==> src/rtl/sadc_pkg.sv <==
package sadc_pkg;

    // ************************************************************
    // clock and timing
    // ************************************************************
    localparam int CLK_PERIOD_NS  = 10;     // 100 mhz core clock
    localparam int CONV_TYP_NS    = 290;    // conversion_duration, typical
    localparam int CONV_MAX_NS    = 320;    // conversion_duration, longest
    // longest time divides evenly; typical figure leaves room for the input sync
    localparam int CONV_CYC       = CONV_TYP_NS / CLK_PERIOD_NS;
    localparam int CONV_MAX_CYC   = CONV_MAX_NS / CLK_PERIOD_NS;
    localparam int DIS_MAX_NS     = 20;     // output release, longest
    localparam int DIS_MAX_CYC    = DIS_MAX_NS / CLK_PERIOD_NS;
    localparam int QUIET1_MIN_NS  = 190;    // post_convert_quiet_time, host side
    localparam int QUIET2_MIN_NS  = 60;     // pre_convert_quiet_time, host side
    localparam int CNVH_MIN_NS    = 10;     // convert_high_width, host side

    // ************************************************************
    // frame layout
    // ************************************************************
    localparam int RES_W          = 18;     // result width, result_top_bit first
    localparam int STAT_W         = 6;      // optional appended status bits
    localparam int FRAME_W        = RES_W + STAT_W;
    localparam int CNT_W          = 5;
    localparam int RX_W           = 16;     // configuration word shifted in
    localparam int RXC_W          = 5;
    localparam int SYNC_W         = 3;

    localparam logic [CNT_W-1:0] BITS_RES   = CNT_W'(RES_W);
    localparam logic [CNT_W-1:0] BITS_FRAME = CNT_W'(FRAME_W);
    localparam logic [CNT_W-1:0] CONV_LOAD  = CNT_W'(CONV_CYC - 1);
    localparam logic [RXC_W-1:0] RX_FULL    = RXC_W'(RX_W);
    localparam logic [STAT_W-1:0] STAT_ZERO = 6'h00;

    // ************************************************************
    // types
    // ************************************************************
    typedef enum logic [1:0] {
        SADC_IDLE,
        SADC_CONV,
        SADC_READY
    } sadc_state_t;

    // serial pins as seen by the device
    typedef struct packed {
        logic convert_strobe;
        logic sck;
        logic sdi;
    } sadc_pins_t;

    // sample handed over by the converter core
    typedef struct packed {
        logic [RES_W-1:0]  result;
        logic [STAT_W-1:0] status;
    } sadc_frame_t;

endpackage

==> src/rtl/sadc_sync.sv <==
`timescale 1ns/1ps
module sadc_sync (
    // clock and reset
    input  wire logic                     i_clk,
    input  wire logic                     i_rst_n,
    // asynchronous pins in, synchronised pins out
    input  wire sadc_pkg::sadc_pins_t     i_pins,
    output sadc_pkg::sadc_pins_t          o_pins
);
    import sadc_pkg::*;

    logic [SYNC_W-1:0] meta_q;
    logic [SYNC_W-1:0] meta_d;
    logic [SYNC_W-1:0] sync_q;
    logic [SYNC_W-1:0] sync_d;

    // *******************************************************
    // two flops per pin
    // *******************************************************
    genvar g;
    generate
        for (g = 0; g < SYNC_W; g++) begin : g_bit
            // first stage only feeds the second stage
            always_comb begin
                meta_d[g] = i_pins[g];
                sync_d[g] = meta_q[g];
            end
            always_ff @(posedge i_clk or negedge i_rst_n) begin
                if (!i_rst_n) begin
                    meta_q[g] <= 1'b0;
                    sync_q[g] <= 1'b0;
                end else begin
                    meta_q[g] <= meta_d[g];
                    sync_q[g] <= sync_d[g];
                end
            end
        end
    endgenerate

    assign o_pins = sync_q;

endmodule

==> src/rtl/sadc_serial.sv <==
`timescale 1ns/1ps
// Contract
// - A rising convert_strobe starts a conversion and picks chip-select or daisy-chain mode.
// - The result is ready for readout no later than 320 ns after convert_strobe rises.
// - In chip-select mode result_top_bit is driven first once convert_strobe or sdi goes low.
// - In chip-select mode sdo is released once convert_strobe and sdi are both high or after the last bit.
// - Each new sdo bit is presented after a falling sck edge for capture on the next edge.
// - On register writes and in daisy-chain mode sdi is sampled on rising sck edges.
module sadc_serial (
    // clock and reset
    input  wire logic                       i_clk,
    input  wire logic                       i_rst_n,
    // serial pins
    input  wire logic                       i_convert_strobe,
    input  wire logic                       i_sck,
    input  wire logic                       i_sdi,
    output logic                            o_sdo,
    output logic                            o_sdo_oe,
    // converter core
    input  wire sadc_pkg::sadc_frame_t      i_frame,
    input  wire logic                       i_status_en,
    output logic                            o_sample,
    output logic                            o_busy,
    // mode and configuration
    output logic                            o_chain_mode,
    output logic [sadc_pkg::RX_W-1:0]       o_rx_word,
    output logic                            o_rx_valid
);
    import sadc_pkg::*;

    // *******************************************************
    // pin synchronisation and edge detection
    // *******************************************************
    sadc_pins_t pins_raw;
    sadc_pins_t pins_s;
    sadc_pins_t pins_p_q;
    sadc_pins_t pins_p_d;

    assign pins_raw = '{convert_strobe: i_convert_strobe, sck: i_sck, sdi: i_sdi};

    sadc_sync u_sync (
        .i_clk   (i_clk),
        .i_rst_n (i_rst_n),
        .i_pins  (pins_raw),
        .o_pins  (pins_s)
    );

    logic cnv_rise;
    logic sck_rise;
    logic sck_fall;

    // edges taken from the synchronised copy only
    always_comb begin
        pins_p_d = pins_s;
        cnv_rise = pins_s.convert_strobe & ~pins_p_q.convert_strobe;
        sck_rise = pins_s.sck & ~pins_p_q.sck;
        sck_fall = ~pins_s.sck & pins_p_q.sck;
    end

    always_ff @(posedge i_clk or negedge i_rst_n) begin
        if (!i_rst_n) begin
            pins_p_q <= '0;
        end else begin
            pins_p_q <= pins_p_d;
        end
    end

    // *******************************************************
    // conversion and readout sequencing
    // *******************************************************
    sadc_state_t          state_q;
    sadc_state_t          state_d;
    logic [CNT_W-1:0]     conv_cnt_q;
    logic [CNT_W-1:0]     conv_cnt_d;
    logic [FRAME_W-1:0]   shift_q;
    logic [FRAME_W-1:0]   shift_d;
    logic [CNT_W-1:0]     bits_q;
    logic [CNT_W-1:0]     bits_d;
    logic                 chain_q;
    logic                 chain_d;
    logic                 pend_q;
    logic                 pend_d;
    logic                 sdo_q;
    logic                 sdo_d;
    logic                 oe_q;
    logic                 oe_d;
    logic                 sample_q;
    logic                 sample_d;
    logic                 busy_q;
    logic                 busy_d;
    logic                 cs_sel;

    // chip-select readout is enabled while convert_strobe or sdi is low
    assign cs_sel = ~pins_s.convert_strobe | ~pins_s.sdi;

    always_comb begin
        state_d    = state_q;
        conv_cnt_d = conv_cnt_q;
        shift_d    = shift_q;
        bits_d     = bits_q;
        chain_d    = chain_q;
        pend_d     = pend_q;
        sample_d   = 1'b0;
        case (state_q)
            SADC_IDLE, SADC_READY: begin
                if (cnv_rise) begin
                    state_d    = SADC_CONV;
                    conv_cnt_d = CONV_LOAD;
                    chain_d    = ~pins_s.sdi;
                    sample_d   = 1'b1;
                    bits_d     = '0;
                end else if (state_q == SADC_READY) begin
                    if (chain_q && sck_rise) begin
                        pend_d = pins_s.sdi;
                    end
                    if (sck_fall && chain_q) begin
                        shift_d = {shift_q[FRAME_W-2:0], pend_q};
                    end else if (sck_fall && cs_sel && bits_q != '0) begin
                        shift_d = {shift_q[FRAME_W-2:0], 1'b0};
                        bits_d  = bits_q - 1'b1;
                    end
                end
            end
            SADC_CONV: begin
                if (conv_cnt_q == '0) begin
                    state_d = SADC_READY;
                    shift_d = {i_frame.result, i_status_en ? i_frame.status : STAT_ZERO};
                    bits_d  = i_status_en ? BITS_FRAME : BITS_RES;
                end else begin
                    conv_cnt_d = conv_cnt_q - 1'b1;
                end
            end
            default: begin
                state_d = SADC_IDLE;
            end
        endcase
        busy_d = (state_d == SADC_CONV);
    end

    // output pin drive, registered
    always_comb begin
        sdo_d = 1'b0;
        oe_d  = 1'b0;
        if (state_d == SADC_READY) begin
            if (chain_d) begin
                sdo_d = shift_d[FRAME_W-1];
                oe_d  = 1'b1;
            end else if (cs_sel && bits_d != '0) begin
                sdo_d = shift_d[FRAME_W-1];
                oe_d  = 1'b1;
            end
        end
    end

    always_ff @(posedge i_clk or negedge i_rst_n) begin
        if (!i_rst_n) begin
            state_q    <= SADC_IDLE;
            conv_cnt_q <= '0;
            shift_q    <= '0;
            bits_q     <= '0;
            chain_q    <= 1'b0;
            pend_q     <= 1'b0;
            sdo_q      <= 1'b0;
            oe_q       <= 1'b0;
            sample_q   <= 1'b0;
            busy_q     <= 1'b0;
        end else begin
            state_q    <= state_d;
            conv_cnt_q <= conv_cnt_d;
            shift_q    <= shift_d;
            bits_q     <= bits_d;
            chain_q    <= chain_d;
            pend_q     <= pend_d;
            sdo_q      <= sdo_d;
            oe_q       <= oe_d;
            sample_q   <= sample_d;
            busy_q     <= busy_d;
        end
    end

    // *******************************************************
    // configuration shift-in, chip-select mode
    // *******************************************************
    logic [RX_W-1:0]  rx_sh_q;
    logic [RX_W-1:0]  rx_sh_d;
    logic [RXC_W-1:0] rx_cnt_q;
    logic [RXC_W-1:0] rx_cnt_d;
    logic [RX_W-1:0]  rx_word_q;
    logic [RX_W-1:0]  rx_word_d;
    logic             rx_valid_q;
    logic             rx_valid_d;

    // a frame of exactly RX_W rising edges closes as a word on convert_strobe rise
    always_comb begin
        rx_sh_d    = rx_sh_q;
        rx_cnt_d   = rx_cnt_q;
        rx_word_d  = rx_word_q;
        rx_valid_d = 1'b0;
        if (cnv_rise) begin
            rx_cnt_d = '0;
            if (rx_cnt_q == RX_FULL) begin
                rx_word_d  = rx_sh_q;
                rx_valid_d = 1'b1;
            end
        end else if (sck_rise && !chain_q && !pins_s.convert_strobe) begin
            rx_sh_d = {rx_sh_q[RX_W-2:0], pins_s.sdi};
            if (rx_cnt_q != '1) begin
                rx_cnt_d = rx_cnt_q + 1'b1;
            end
        end
    end

    always_ff @(posedge i_clk or negedge i_rst_n) begin
        if (!i_rst_n) begin
            rx_sh_q    <= '0;
            rx_cnt_q   <= '0;
            rx_word_q  <= '0;
            rx_valid_q <= 1'b0;
        end else begin
            rx_sh_q    <= rx_sh_d;
            rx_cnt_q   <= rx_cnt_d;
            rx_word_q  <= rx_word_d;
            rx_valid_q <= rx_valid_d;
        end
    end

    // outputs straight from flops
    assign o_sdo        = sdo_q;
    assign o_sdo_oe     = oe_q;
    assign o_sample     = sample_q;
    assign o_busy       = busy_q;
    assign o_chain_mode = chain_q;
    assign o_rx_word    = rx_word_q;
    assign o_rx_valid   = rx_valid_q;

endmodule

==> config.mk <==
export PLATFORM = sky130hd
export DESIGN_NAME = sadc_serial
export DESIGN_NICKNAME = d
export VERILOG_FILES = /design/src/rtl/sadc_pkg.sv /design/src/rtl/sadc_sync.sv /design/src/rtl/sadc_serial.sv
export SDC_FILE = /design/constraint.sdc
export NUM_CORES = 1
export LEC_CHECK = 0
export BUFFER_PORTS_ARGS = -buffer_cell sky130_fd_sc_hd__buf_4
export CELL_PAD_IN_SITES_DETAIL_PLACEMENT = 0
export CELL_PAD_IN_SITES_GLOBAL_PLACEMENT = 1
export CORE_MARGIN = 3
export CORE_UTILIZATION = 30
export DETAILED_ROUTE_END_ITERATION = 16
export GPL_TIMING_DRIVEN = 0
export PLACE_DENSITY = 0.54
export SYNTH_ARGS = -nofsm -noshare
export SYNTH_HDL_FRONTEND = slang
export SYNTH_SLANG_ARGS = --single-unit
==> constraint.sdc <==
create_clock -name i_clk -period 2.8 [get_ports i_clk]
set_input_delay 0.14 -clock i_clk [delete_from_list [all_inputs] [get_ports i_clk]]
set_output_delay 0.14 -clock i_clk [all_outputs]
set_load 0.01 [all_outputs]
---- Word level (Yosys, flattened, before mapping) ----
Index checks and enable logic that the tools add are counted.
operators by class
  $add $sub $neg .......................... 3
  equality and inequality tests ........... 12
  mux-type cells .......................... 35
  bitwise logic cells ..................... 10
  reduce and logical (&&, ||, !) cells .... 23
operator list
  cell                   number
  $mux W24               5
  $mux W5                10
  $pmux W24 S2           1
  $pmux W5 S2            2
  $mux W1                12
  $ne A2 B2 Y1 const B   5
  $reduce_bool A5 Y1     2
  $sub A5 B1 Y5 const B  2
  $logic_and A1 B1 Y1    7
  $mux W6                1
  $not A1 Y1             6
  $reduce_and A2 Y1      3
  $reduce_bool A2 Y1     3
  $add A5 B1 Y5 const B  1
  $eq A5 B5 Y1 const B   1
  $logic_not A5 Y1       1
  $ne A5 B5 Y1 const B   1
  $reduce_and A5 Y1      1
  $eq A2 B1 Y1 const B   2
  $eq A2 B2 Y1 const B   2
  $mux W2                2
  $mux W4                1
  $pmux W2 S2            1
  $reduce_and A4 Y1      1
  other kinds (7)        10
storage, ports and cells
  register bits after elaboration ......... 88
  input port bits ......................... 30
  output and inout port bits .............. 22
  logic and storage cells ................. 106

---- Depth between registers and ports, before layout ----
Gate-level depths: netlist (run 1).
  word-level depth ........................ 14
  gate-level depth with buffers ........... 10
  gate-level depth less buffers ........... 8

---- By module ----
A second synthesis (run 1) with hierarchy kept.
unflattened totals
  cell total of the unflattened synthesis .. 322
  area total of the unflattened synthesis .. 3689.8 µm²
modules (own cells, without submodules)
  module       times used  cells each  area each (µm²)  seq. area each (µm²)
  sadc_serial  1           316         3539.6           2052.0
  sadc_sync    1           6           150.1            150.1

---- Worst setup path before layout (run 1) ----
OpenSTA, ideal clock, no wires.
  kind .................................... flip-flop to flip-flop
  from .................................... reg bits_q[0]
  to ...................................... reg shift_q[4]
  library setup time ...................... 0.127 ns
  data arrival time ....................... 2.078 ns
  data required time ...................... 2.673 ns
  slack ................................... 0.595 ns
  stages on the path, launching flop included .. 11
  buffers on the path ..................... 2
  period minus slack after synthesis ...... 2.205 ns
  cell sequence ........................... dfrtp_1 > inv_1 > ha_1 > or4b_4 > a21oi_2 > nor2b_1 > and2_1 > clkbuf_1 > buf_2 > a222oi_1 > inv_1
on the way
  cells in the longest elaborated chain, start to end .. 4
RTL lines
  element                             RTL line            source
  start: declaration                  sadc_serial.sv:77   logic [CNT_W-1:0] bits_q;
  start signal: assignment            sadc_serial.sv:171  bits_q <= bits_d;
  $reduce_bool A5 Y1                  sadc_serial.sv:118  end else if (sck_fall && cs_sel && bits_q != '0) begin
  $logic_and A1 B1 Y1                 sadc_serial.sv:118
  $ne A3 B3 Y1 (no source line)       -
  $reduce_and A5 Y1 (no source line)  -
  end signal: assignment              sadc_serial.sv:170  shift_q <= shift_d;
  end: declaration                    sadc_serial.sv:75   logic [FRAME_W-1:0] shift_q;
No other way between the ends.
A chain may end at the register's enable or synchronous reset.

---- Worst setup path in the final report (run 1) ----
  from .................................... reg bits_q[1]
  to ...................................... reg shift_q[17]
The elaborated chain is that of the path after synthesis.

==> flow_metrics.py, run 1 <==
metrics = {
    "critical_path": {
        "regToRegSetupSlack_ns": 0.31,
        "cp_top_family": "simple AND/OR/NAND/NOR gates",
        "crit_buf_inv": 4,
        "cp_slowest_stage_delay_ns": 0.52,
        "crit_chain": "inv_1, ha_1, or4b_4, a21oi_2, nor2b_1, and2_1, clkbuf_1, clkbuf_1, a222oi_1, inv_1",
        "worst-setup-path-type": "reg2reg",
        "start_kind": "register",
        "crit_path_end_kind": "register",
        "arrival_ns": 2.71,
        "path_max_fanout": 10,
        "worstPathRequired_ns": 3.02,
        "cp_slowest_cell": "or4b_4",
    },
    "detailed_routing": {
        "vias_per_cell": 4.836,
        "vias": 2563,
        "routed.top_layer": "met4",
        "drt_wl_total_um": 7819,
        "routedWlPerCell_um": 14.75,
        "wl_met2_um": 3868,
        "ant_nets": 0,
        "drtIter0Drc": 234,
        "drcViolationCount": 0,
        "met1_length_um": 3551,
        "routed-wl-met3_um": 321,
        "drt-pass1-iter-count": 7,
    },
    "cells_and_area": {
        "insertedDiodeCount": 0,
        "final_layout_size_suffix_gt1_share_pct": 25.32,
        "postLayoutCoreUtil_pct": 38.78,
        "layout.nets": 419,
        "fillers": 1173,
        "final_cell_area_um2": 4542,
        "synthToLayoutAreaGrowth_pct": 22.97,
    },
    "synthesis": {
        "synthFlopType": "dfrtp_1",
        "synth_most_common_cell": "dfrtp_1",
        "avgSynthCellArea_um2": 11.61,
        "syn-num-nets": 354,
        "yosys_warnings": 0,
        "seq_area_frac_synth_pct": 59.62,
        "yosys.area.top_type_share_pct": 59.62,
        "ys_ff_latch": 88,
        "synth_edf_count": 0,
        "ys_top_cells_by_count": "dfrtp_1, nand2_1, inv_1",
        "synthArstFlopShare_pct": 100.0,
        "synth_top_area_cell": "dfrtp_1",
        "ys_types": 45,
        "syn_area_um2": 3694,
        "synthCells": 318,
        "ys_top_cells_by_area": "dfrtp_1, nand2_1, a222oi_1, mux2_2, inv_1",
    },
    "grt": {
        "antenna_found_initial": 0,
        "grt_max_degree": 89,
        "grt_pass1_wl_um": 13120,
        "overflow": 0,
        "grt_usage_pct": 12.48,
        "grt_pass1_vias": 2610,
    },
    "sta": {
        "drv_slew": 0,
        "hold_violations": 0,
        "post-route-period-util_pct": 88.92,
        "tns_ns": 0,
        "max_slew.worst_pin.slew_ns": 1.139,
        "fin_crit_ns": 2.490,
        "rsz0062_at_grt": "no",
        "setup_viol_count_final": 0,
        "hold_slack_ns": 0.01105,
        "clock.fmax_ghz": 0.4016,
        "relSlewSlack_pct": 24.04,
        "finalClockSkew_ns": 0.006398,
        "worst_slack_ns": 0.3102,
    },
    "die": {
        "core_um2": 11710,
        "ios": 52,
        "die_height_um": 117.0,
        "dieWidth_um": 117.0,
        "fp.dieArea_um2": 13680,
        "fp-row-count": 39,
        "start_util_pct": 31.54,
    },
    "cts": {
        "cts_root_buffer": "clkbuf_16",
        "cts_tree": "done",
        "clkSinkCount": 88,
        "clkTransAtPathRegs_ns": 0.06,
        "cts-resized-gates": 0,
        "clk_latency_ns": 0.34,
        "htreeDepth": 3,
        "numCtsBuffers": 9,
        "clockBufferDepth": 2,
    },
    "placed_design": {
        "dp_hpwl_um": 5239,
        "place_area_um2": 4255,
        "gp_congestion": 0.7673,
        "io_buffers": 51,
        "dp_slack_ns": 0.3081,
    },
    "pwr": {
        "cellPowerDensity_nw_per_um2": 782.3,
        "ir_worst_vdd_mv": 0.3689,
        "leakage_nw": 2.318,
    },
    "status": {
        "status": "finished clean",
    },
    "flow_run": {
        "maxCapViolCount": 0,
    },
    "min_path": {
        "hold_path.class": "in2async",
    },
}
==> power breakdown <==
| group | leakage [nW] | switching (mW) | internal (mW) | total, mW |
|---|---|---|---|---|
| Combinational | 1.04 | 0.374 | 0.358 | 0.732 |
| Clock | 0.119 | 0.480 | 0.596 | 1.08 |
| Sequential | 1.16 | 0.194 | 1.55 | 1.75 |
==> path summary, 6_finish.rpt <==
kind,start,end,depth (start not counted)
max reg2reg,bits_q[1],shift_q[17],10
min,i_rst_n,bits_q[1],1
min in group i_clk,i_frame[4],shift_q[4],3
max in group asynchronous,i_rst_n,rx_sh_q[7],1
min reg2reg,u_sync.meta_q[2],u_sync.o_pins[2],0
max,bits_q[1],shift_q[17],10
==> per-stage QoR <==
| stage | power (mW) | instances |
|---|---|---|
| floorplan | 2.258 | 318 |
| CTS | 3.620 | 530 |
| global route | 3.802 | 530 |
| finish | 3.553 | 530 |
| detailed placement | 2.508 | 512 |
| global placement | 2.492 | 512 |
==> flip-flops by register name, summed over array words and instances, names as in the netlist, 2 cells and up <==
register       cells
shift_q           24
o_rx_word         16
rx_sh_q           16
bits_q             5
conv_cnt_q         5
rx_cnt_q           5
u_sync.meta_q      3
u_sync.o_pins      3
pins_p_q           2
state_q            2
==> cell usage in the layout, fill, tap and decap left out, types with 3 or more instances in the layout <==
master,instances
dfrtp_1,88
nand2_1,59
buf_4,51
inv_1,32
a222oi_1,22
mux2_2,17
nor2_1,11
clkbuf_1,11
clkbuf_16,9
nand4_1,6
ha_1,6
nand3_1,5
xor2_1,5
buf_2,4
nor2b_1,4
nand2b_1,4
mux2i_1,4
and2_1,3
a21oi_1,3
o21ai_0,3
dlygate4sd3_1,3
==> what timing repair did <==
action | in CTS | in global routing
hold endpoints to repair | 3 | 0
buffers inserted | 0 | 0
hold buffers | 3 | 0
==> worst register-to-register path: stages (launching register included) <==
cell and delay (ns):
dfrtp_1 0.37, inv_1 0.09, ha_1 0.20, or4b_4 0.52
a21oi_2 0.15, nor2b_1 0.09, and2_1 0.16, clkbuf_1 0.14
clkbuf_1 0.25, a222oi_1 0.35, inv_1 0.07
==> kinds of logic after synthesis <==
group,synth area share (%)
adder cells (fa/ha/maj),2.032
multiplexers,6.267
AND/OR/NAND/NOR,14.80
flip-flops,59.62
buffers and inverters,5.318
AO/OA/AOI/OAI,10.30
XOR/XNOR,1.660
==> layer usage <==
metal,track usage (%),vias up
li1,-,1238
met4,3.670,0
met5,0,-
met2,19.98,55
met3,4.267,5
met1,16.10,1265
==> cell type report <==
type,count,area [um2],area share [%]
sequential,88,2202,48.48
multi-input combinational,183,1295,28.51
timing repair buffer,54,412.9,9.091
clock buffer,12,236.5,5.207
tap,143,178.9,3.939
inverter,33,123.9,2.727
buffer,14,72.57,1.598
clock inverter,3,20.02,0.4408
Power figures use the tool's default switching activity.
==> run 2, diff against run 1 <==
Settings changed: BUFFER_PORTS_ARGS -buffer_cell sky130_fd_sc_hd__buf_4 to unset, DONT_BUFFER_PORTS set to 1, PLACE_DENSITY 0.54 to unset, PLACE_DENSITY_LB_ADDON set to 0.3.
==> run 2 against run 1 <==
  * Cell area shrank 2.4%
  * Clock power is essentially flat
  * Fmax grew 0.58%
  * Core utilization shrank 0.92 points
  * Sequential share of layout area grew 1.2 points
  * Clock skew is essentially flat
  * Combinational power shrank 4.6%
  * Cell count shrank 4.9%
  * Die area is the same
  * Sequential cell count is the same
  * Hold slack gained 0.031 ns
  * Routed wire length shrank 3.6%
  * Critical path type unchanged
  * Largest cell class unchanged
  * Highest routed layer unchanged
==> flow_metrics.py, run 2 (synthesis results as in run 1) <==
metrics = {
    "placed_design": {
        "io_buffers": 0,
        "dp_slack_ns": 0.3004,
        "gp_congestion": 0.7168,
        "dp_hpwl_um": 5031,
    },
    "detailed_routing": {
        "drtIter0Drc": 236,
        "drt_wl_total_um": 7535,
        "routedWlPerCell_um": 14.95,
        "vias_per_cell": 4.901,
        "vias": 2470,
        "ant_nets": 0,
        "drcViolationCount": 0,
        "drt-pass1-iter-count": 6,
    },
    "pwr": {
        "ir_worst_vdd_mv": 0.3314,
        "cellPowerDensity_nw_per_um2": 796.2,
        "power.total_mw": 3.531,
        "leakage_nw": 2.182,
    },
    "critical_path": {
        "worst-setup-path-type": "reg2reg",
        "arrival_ns": 2.69,
        "worstPathRequired_ns": 3.02,
        "crit_path_end_kind": "register",
        "regToRegSetupSlack_ns": 0.32,
        "path_max_fanout": 10,
        "start_kind": "register",
    },
    "cells_and_area": {
        "layout.nets": 393,
        "insertedDiodeCount": 0,
        "final_layout_size_suffix_gt1_share_pct": 13.85,
        "layout_commonest_cell": "dfrtp_1",
        "mostFrequentLayoutCells": "dfrtp_1, nand2_1, inv_1",
        "synthToLayoutAreaGrowth_pct": 20.05,
        "postLayoutCoreUtil_pct": 37.86,
        "max_flop_register": "shift_q",
        "largest_register_ffs": 24,
    },
    "sta": {
        "worst_slack_ns": 0.3245,
        "hold_violations": 0,
        "drv_slew": 0,
        "relSlewSlack_pct": 40.14,
        "post-route-period-util_pct": 88.41,
        "tns_ns": 0,
        "fin_crit_ns": 2.476,
        "clock.fmax_ghz": 0.4040,
        "max_slew.worst_pin.slew_ns": 0.8956,
        "finalClockSkew_ns": 0.006201,
        "rsz0062_at_grt": "no",
        "setup_viol_count_final": 0,
    },
    "cts": {
        "clk_latency_ns": 0.34,
        "clockBufferDepth": 2,
        "cts_root_buffer": "clkbuf_16",
        "htreeDepth": 3,
        "cts-hold-fix-buffers": 28,
        "cts_setup_buffers": 0,
        "clkSinkCount": 88,
        "cts_tree": "done",
        "clkTransAtPathRegs_ns": 0.06,
        "numCtsBuffers": 9,
        "cts-resized-gates": 0,
    },
    "die": {
        "ios": 52,
        "core_um2": 11710,
        "fp-row-count": 39,
        "fp.dieArea_um2": 13680,
        "start_util_pct": 31.54,
        "dieWidth_um": 117.0,
        "die_height_um": 117.0,
    },
    "grt": {
        "overflow": 0,
        "grt_usage_pct": 12.51,
        "grt_max_degree": 89,
        "antenna_found_initial": 0,
        "grt_pass1_vias": 2666,
        "grt_pass1_wl_um": 13200,
    },
    "status": {
        "status": "finished clean",
    },
    "min_path": {
        "hold_path.class": "in2reg",
    },
    "flow_run": {
        "maxCapViolCount": 0,
    },
}
[run 2: stage by stage]
stage | cell area (um2) | hold WS (ns) | cells
finish | 4434 | 0.04229 | 504
global route | 4434 | 0.05919 | 504
CTS | 4434 | 0.03452 | 504
detailed placement | 3872 | -0.1501 | 461
global placement | 3872 | -0.1500 | 461
floorplan | 3694 | -0.1556 | 318
[run 2: per-layer routing]
metal  up-vias  wire [um]  track usage, %
li1       1184          -               -
met1      1222       3317           15.77
met2        54       3680           19.91
met3        10        385           3.650
met4         0        151           5.734
met5         -          0               0
[run 2: path summary, 6_finish.rpt]
kind	end	start	cells past startpoint
worst max-delay path	shift_q[13]	bits_q[1]	10
worst min-delay path	shift_q[23]	i_frame[23]	2
worst max register to register	shift_q[13]	bits_q[1]	10
worst min register to register	u_sync.o_pins[1]	u_sync.meta_q[1]	0
max in group asynchronous	u_sync.meta_q[1]	i_rst_n	2
min in group asynchronous	bits_q[2]	i_rst_n	2
[run 2: power breakdown]
group | internal [mW] | switching, mW
combinational | 0.341 | 0.357
clock | 0.596 | 0.475
sequential | 1.55 | 0.210
[run 2: area by class of cell]
type / count / area [um2]
clock inverters: 5 / 35.03
well taps: 143 / 178.9
plain buffers: 14 / 72.57
inverters: 33 / 123.9
multi-input cells: 183 / 1295
fillers: 1176 / 7277
clock buffers: 10 / 229.0
flip-flops and latches: 88 / 2202
repair buffers: 28 / 297.8
[run 2: critical path: stages, from the launching register on]
cell and delay, ns:
dfrtp_1 0.38, inv_1 0.08, ha_1 0.20, or4b_4 0.51
a21oi_2 0.13, nor2b_1 0.09, and2_1 0.16, clkbuf_1 0.13
clkbuf_1 0.26, a222oi_1 0.35, inv_1 0.07
==> run 3, diff against run 2 <==
Settings changed: ABC_AREA set to 1, CTS_BUF_LIST set to sky130_fd_sc_hd__clkbuf_8.
==> run 3 against run 2 <==
  * Count of clock-buffer cells in the layout rose by 1
  * Combinational power rose by 18%
  * Cell count rose by 24%
  * Non-clock buffer count fell by 2
  * Via count rose by 13%
  * Register-to-register slack improved by 0.52 ns
  * Synthesized cell count rose by 30%
  * Fmax rose by 27%
  * Critical path depth rose by 5
  * Sequential cell count did not move
  * Routed wire length rose by 9.2%
  * Global-route usage rose by 0.54 points
  * Critical path type unchanged
  * Largest cell class unchanged
==> flow_metrics.py, run 3 <==
metrics = {
    "cells_and_area": {
        "fin_cells": 625,
        "layout_commonest_cell": "nand2_1",
        "insertedDiodeCount": 0,
        "largest_register_ffs": 24,
        "layout.nets": 488,
        "max_flop_register": "shift_q",
        "synthToLayoutAreaGrowth_pct": 19.11,
        "postLayoutCoreUtil_pct": 37.43,
        "fillers": 1297,
        "mostFrequentLayoutCells": "nand2_1, dfrtp_1, inv_1",
        "final_layout_size_suffix_gt1_share_pct": 13.35,
    },
    "placed_design": {
        "placed_cells": 581,
        "io_buffers": 0,
        "gp_congestion": 0.7829,
        "dp_hpwl_um": 5659,
    },
    "detailed_routing": {
        "drt_wl_total_um": 8231,
        "vias": 2796,
        "ant_nets": 0,
        "drcViolationCount": 0,
        "drt-pass1-iter-count": 4,
        "vias_per_cell": 4.474,
        "routedWlPerCell_um": 13.17,
        "drtIter0Drc": 148,
    },
    "critical_path": {
        "crit_path_frequent_cell": "nand2_1",
        "r2r_cells": 15,
        "crit_path_end_kind": "register",
        "path_max_fanout": 6,
        "regToRegSetupSlack_ns": 0.85,
        "cp_slowest_stage_delay_ns": 0.40,
        "cp_top_family": "simple AND/OR/NAND/NOR gates",
        "crit_chain": "inv_1, ha_1, nand4_1, nand2_1, nand2_1, inv_2, nand2_1, nand2_1, nand2_2, nor2_1, nand3_1, nand2_1, nand2_1, nand2_2, inv_1",
        "cp_num_cells": 15,
        "worst-setup-path-type": "reg2reg",
        "cp_slowest_cell": "dfrtp_1",
        "start_kind": "register",
        "crit_buf_inv": 3,
        "arrival_ns": 2.21,
        "worstPathRequired_ns": 3.05,
    },
    "synthesis": {
        "avgSynthCellArea_um2": 9.367,
        "synth_edf_count": 0,
        "ys_top_cells_by_count": "nand2_1, dfrtp_1, inv_1",
        "synth_top_area_cell": "dfrtp_1",
        "seq_area_frac_synth_pct": 56.92,
        "yosys_warnings": 0,
        "ys_ff_latch": 88,
        "ys_types": 36,
        "synth_most_common_cell": "nand2_1",
        "synthCells": 413,
        "synthArstFlopShare_pct": 100.0,
        "ys_top_cells_by_area": "dfrtp_1, nand2_1, inv_1, o21ai_0, o221ai_2",
        "syn_area_um2": 3869,
        "syn-num-nets": 449,
        "synthMuxAreaShare_pct": 0,
        "synth-simple-area-share_pct": 18.79,
        "yosys.area.top_type_share_pct": 56.92,
        "synthFlopType": "dfrtp_1",
        "synth-xor-area-share_pct": 0,
        "synth-adder-area-share_pct": 1.940,
        "synth_top_family_by_area": "simple AND/OR/NAND/NOR gates",
        "synth_compound_area_share_pct": 13.36,
    },
    "status": {
        "status": "finished clean",
    },
    "sta": {
        "clock.fmax_ghz": 0.5121,
        "drv_slew": 0,
        "relSlewSlack_pct": 58.55,
        "fin_crit_ns": 1.953,
        "rsz0062_at_grt": "no",
        "hold_violations": 0,
        "finalClockSkew_ns": 0.006410,
        "tns_ns": 0,
        "post-route-period-util_pct": 69.74,
        "max_slew.worst_pin.slew_ns": 0.6166,
        "setup_viol_count_final": 0,
    },
    "pwr": {
        "ir_worst_vdd_mv": 0.3107,
        "leakage_nw": 2.116,
        "cellPowerDensity_nw_per_um2": 764.9,
    },
    "grt": {
        "overflow": 0,
        "grt_pass1_vias": 2920,
        "antenna_found_initial": 0,
        "grt_pass1_wl_um": 14830,
        "grt_max_degree": 89,
        "grt_usage_pct": 13.05,
    },
    "die": {
        "fp-row-count": 40,
        "die_height_um": 119.6,
        "start_util_pct": 31.42,
        "dieWidth_um": 119.6,
        "ios": 52,
        "fp.dieArea_um2": 14290,
        "core_um2": 12310,
    },
    "cts": {
        "clkTransAtPathRegs_ns": 0.09,
        "cts_tree": "done",
        "htreeDepth": 3,
        "cts_setup_buffers": 0,
        "clockBufferDepth": 2,
        "clk_latency_ns": 0.36,
        "cts_root_buffer": "clkbuf_8",
        "clkSinkCount": 88,
        "numCtsBuffers": 9,
    },
    "flow_run": {
        "maxCapViolCount": 0,
    },
    "min_path": {
        "min_path_cells": 2,
        "hold_path.class": "in2reg",
    },
}
==> run 3: cell types whose count changed after synthesis, sizes merged, moves of 3 or more <==
cell    before  now
a222oi      22    0
and2         3    0
inv         32   74
mux2        17    0
mux2i        4    0
nand2       59  106
nand2b       4    0
nand3        5   22
nor2        12   21
nor2b        4    0
o21ai        5   46
o221ai       1   15
xor2         5    0
==> run 3: cell families after synthesis <==
group / Yosys count
AO/OA/AOI/OAI: 73
AND/OR/NAND/NOR: 159
adder cells (fa/ha/maj): 6
flip-flops: 88
buffers and inverters: 87
==> run 3: stage by stage <==
stage                     hold WS (ns)  area, um2  worst slack, ns  total power [mW]
after floorplan                -0.1556       3869            1.165             2.320
after global placement         -0.1492       4079           0.8375             2.468
after detailed placement       -0.1490       4079           0.8632             2.489
after CTS                     0.004422       4608           0.8281             3.575
after global routing           0.03033       4608           0.5764             3.814
final                          0.02576       4608           0.8474             3.525
==> run 3: final cells by class <==
type | count | area [um2] | area share, %
Buffer | 12 | 65.06 | 1.412
Clock buffer | 11 | 151.4 | 3.285
Clock inverter | 5 | 80.08 | 1.738
Inverter | 75 | 282.8 | 6.136
Multi-Input combinational cell | 238 | 1319 | 28.62
Sequential cell | 88 | 2202 | 47.79
Tap cell | 168 | 210.2 | 4.562
Timing Repair Buffer | 28 | 297.8 | 6.462
==> run 3: timing repair <==
action	CTS	global route
hold endpoints to repair	114	0
hold buffers	28	0
endpoints found under the setup margin	0	0
gates resized for setup	0	0
==> run 3: final timing paths <==
check | from | endpoint
setup / recovery | conv_cnt_q[0] | o_sdo_oe
setup reg to reg | conv_cnt_q[0] | o_sdo_oe
min in group asynchronous | i_rst_n | o_sample
max in group asynchronous | i_rst_n | rx_cnt_q[3]
hold reg to reg | u_sync.meta_q[1] | u_sync.o_pins[1]
hold / removal | i_frame[23] | shift_q[23]
==> run 3: power by group <==
part / total [mW] / internal, mW / leakage (nW) / switching (mW)
Combinational: 0.827 / 0.325 / 0.893 / 0.502
Sequential: 1.69 / 1.55 / 1.11 / 0.141
Clock: 1.01 / 0.550 / 0.117 / 0.459
Total: 3.52 / 2.42 / 2.12 / 1.10
==> run 3: worst reg2reg max path: cells and delay by family (launching register included) <==
family | cells | cell delay [ns]
buffers and inverters | 3 | 0.24
AND/OR/NAND/NOR | 11 | 1.05
adder cells (fa/ha/maj) | 1 | 0.17
flip-flops | 1 | 0.40
==> run 3: layer usage <==
layer | wire [um] | GRT usage (%)
met5 | 0 | 0
met4 | 222 | 6.872
met3 | 337 | 2.686
met2 | 3770 | 19.42
met1 | 3901 | 17.94
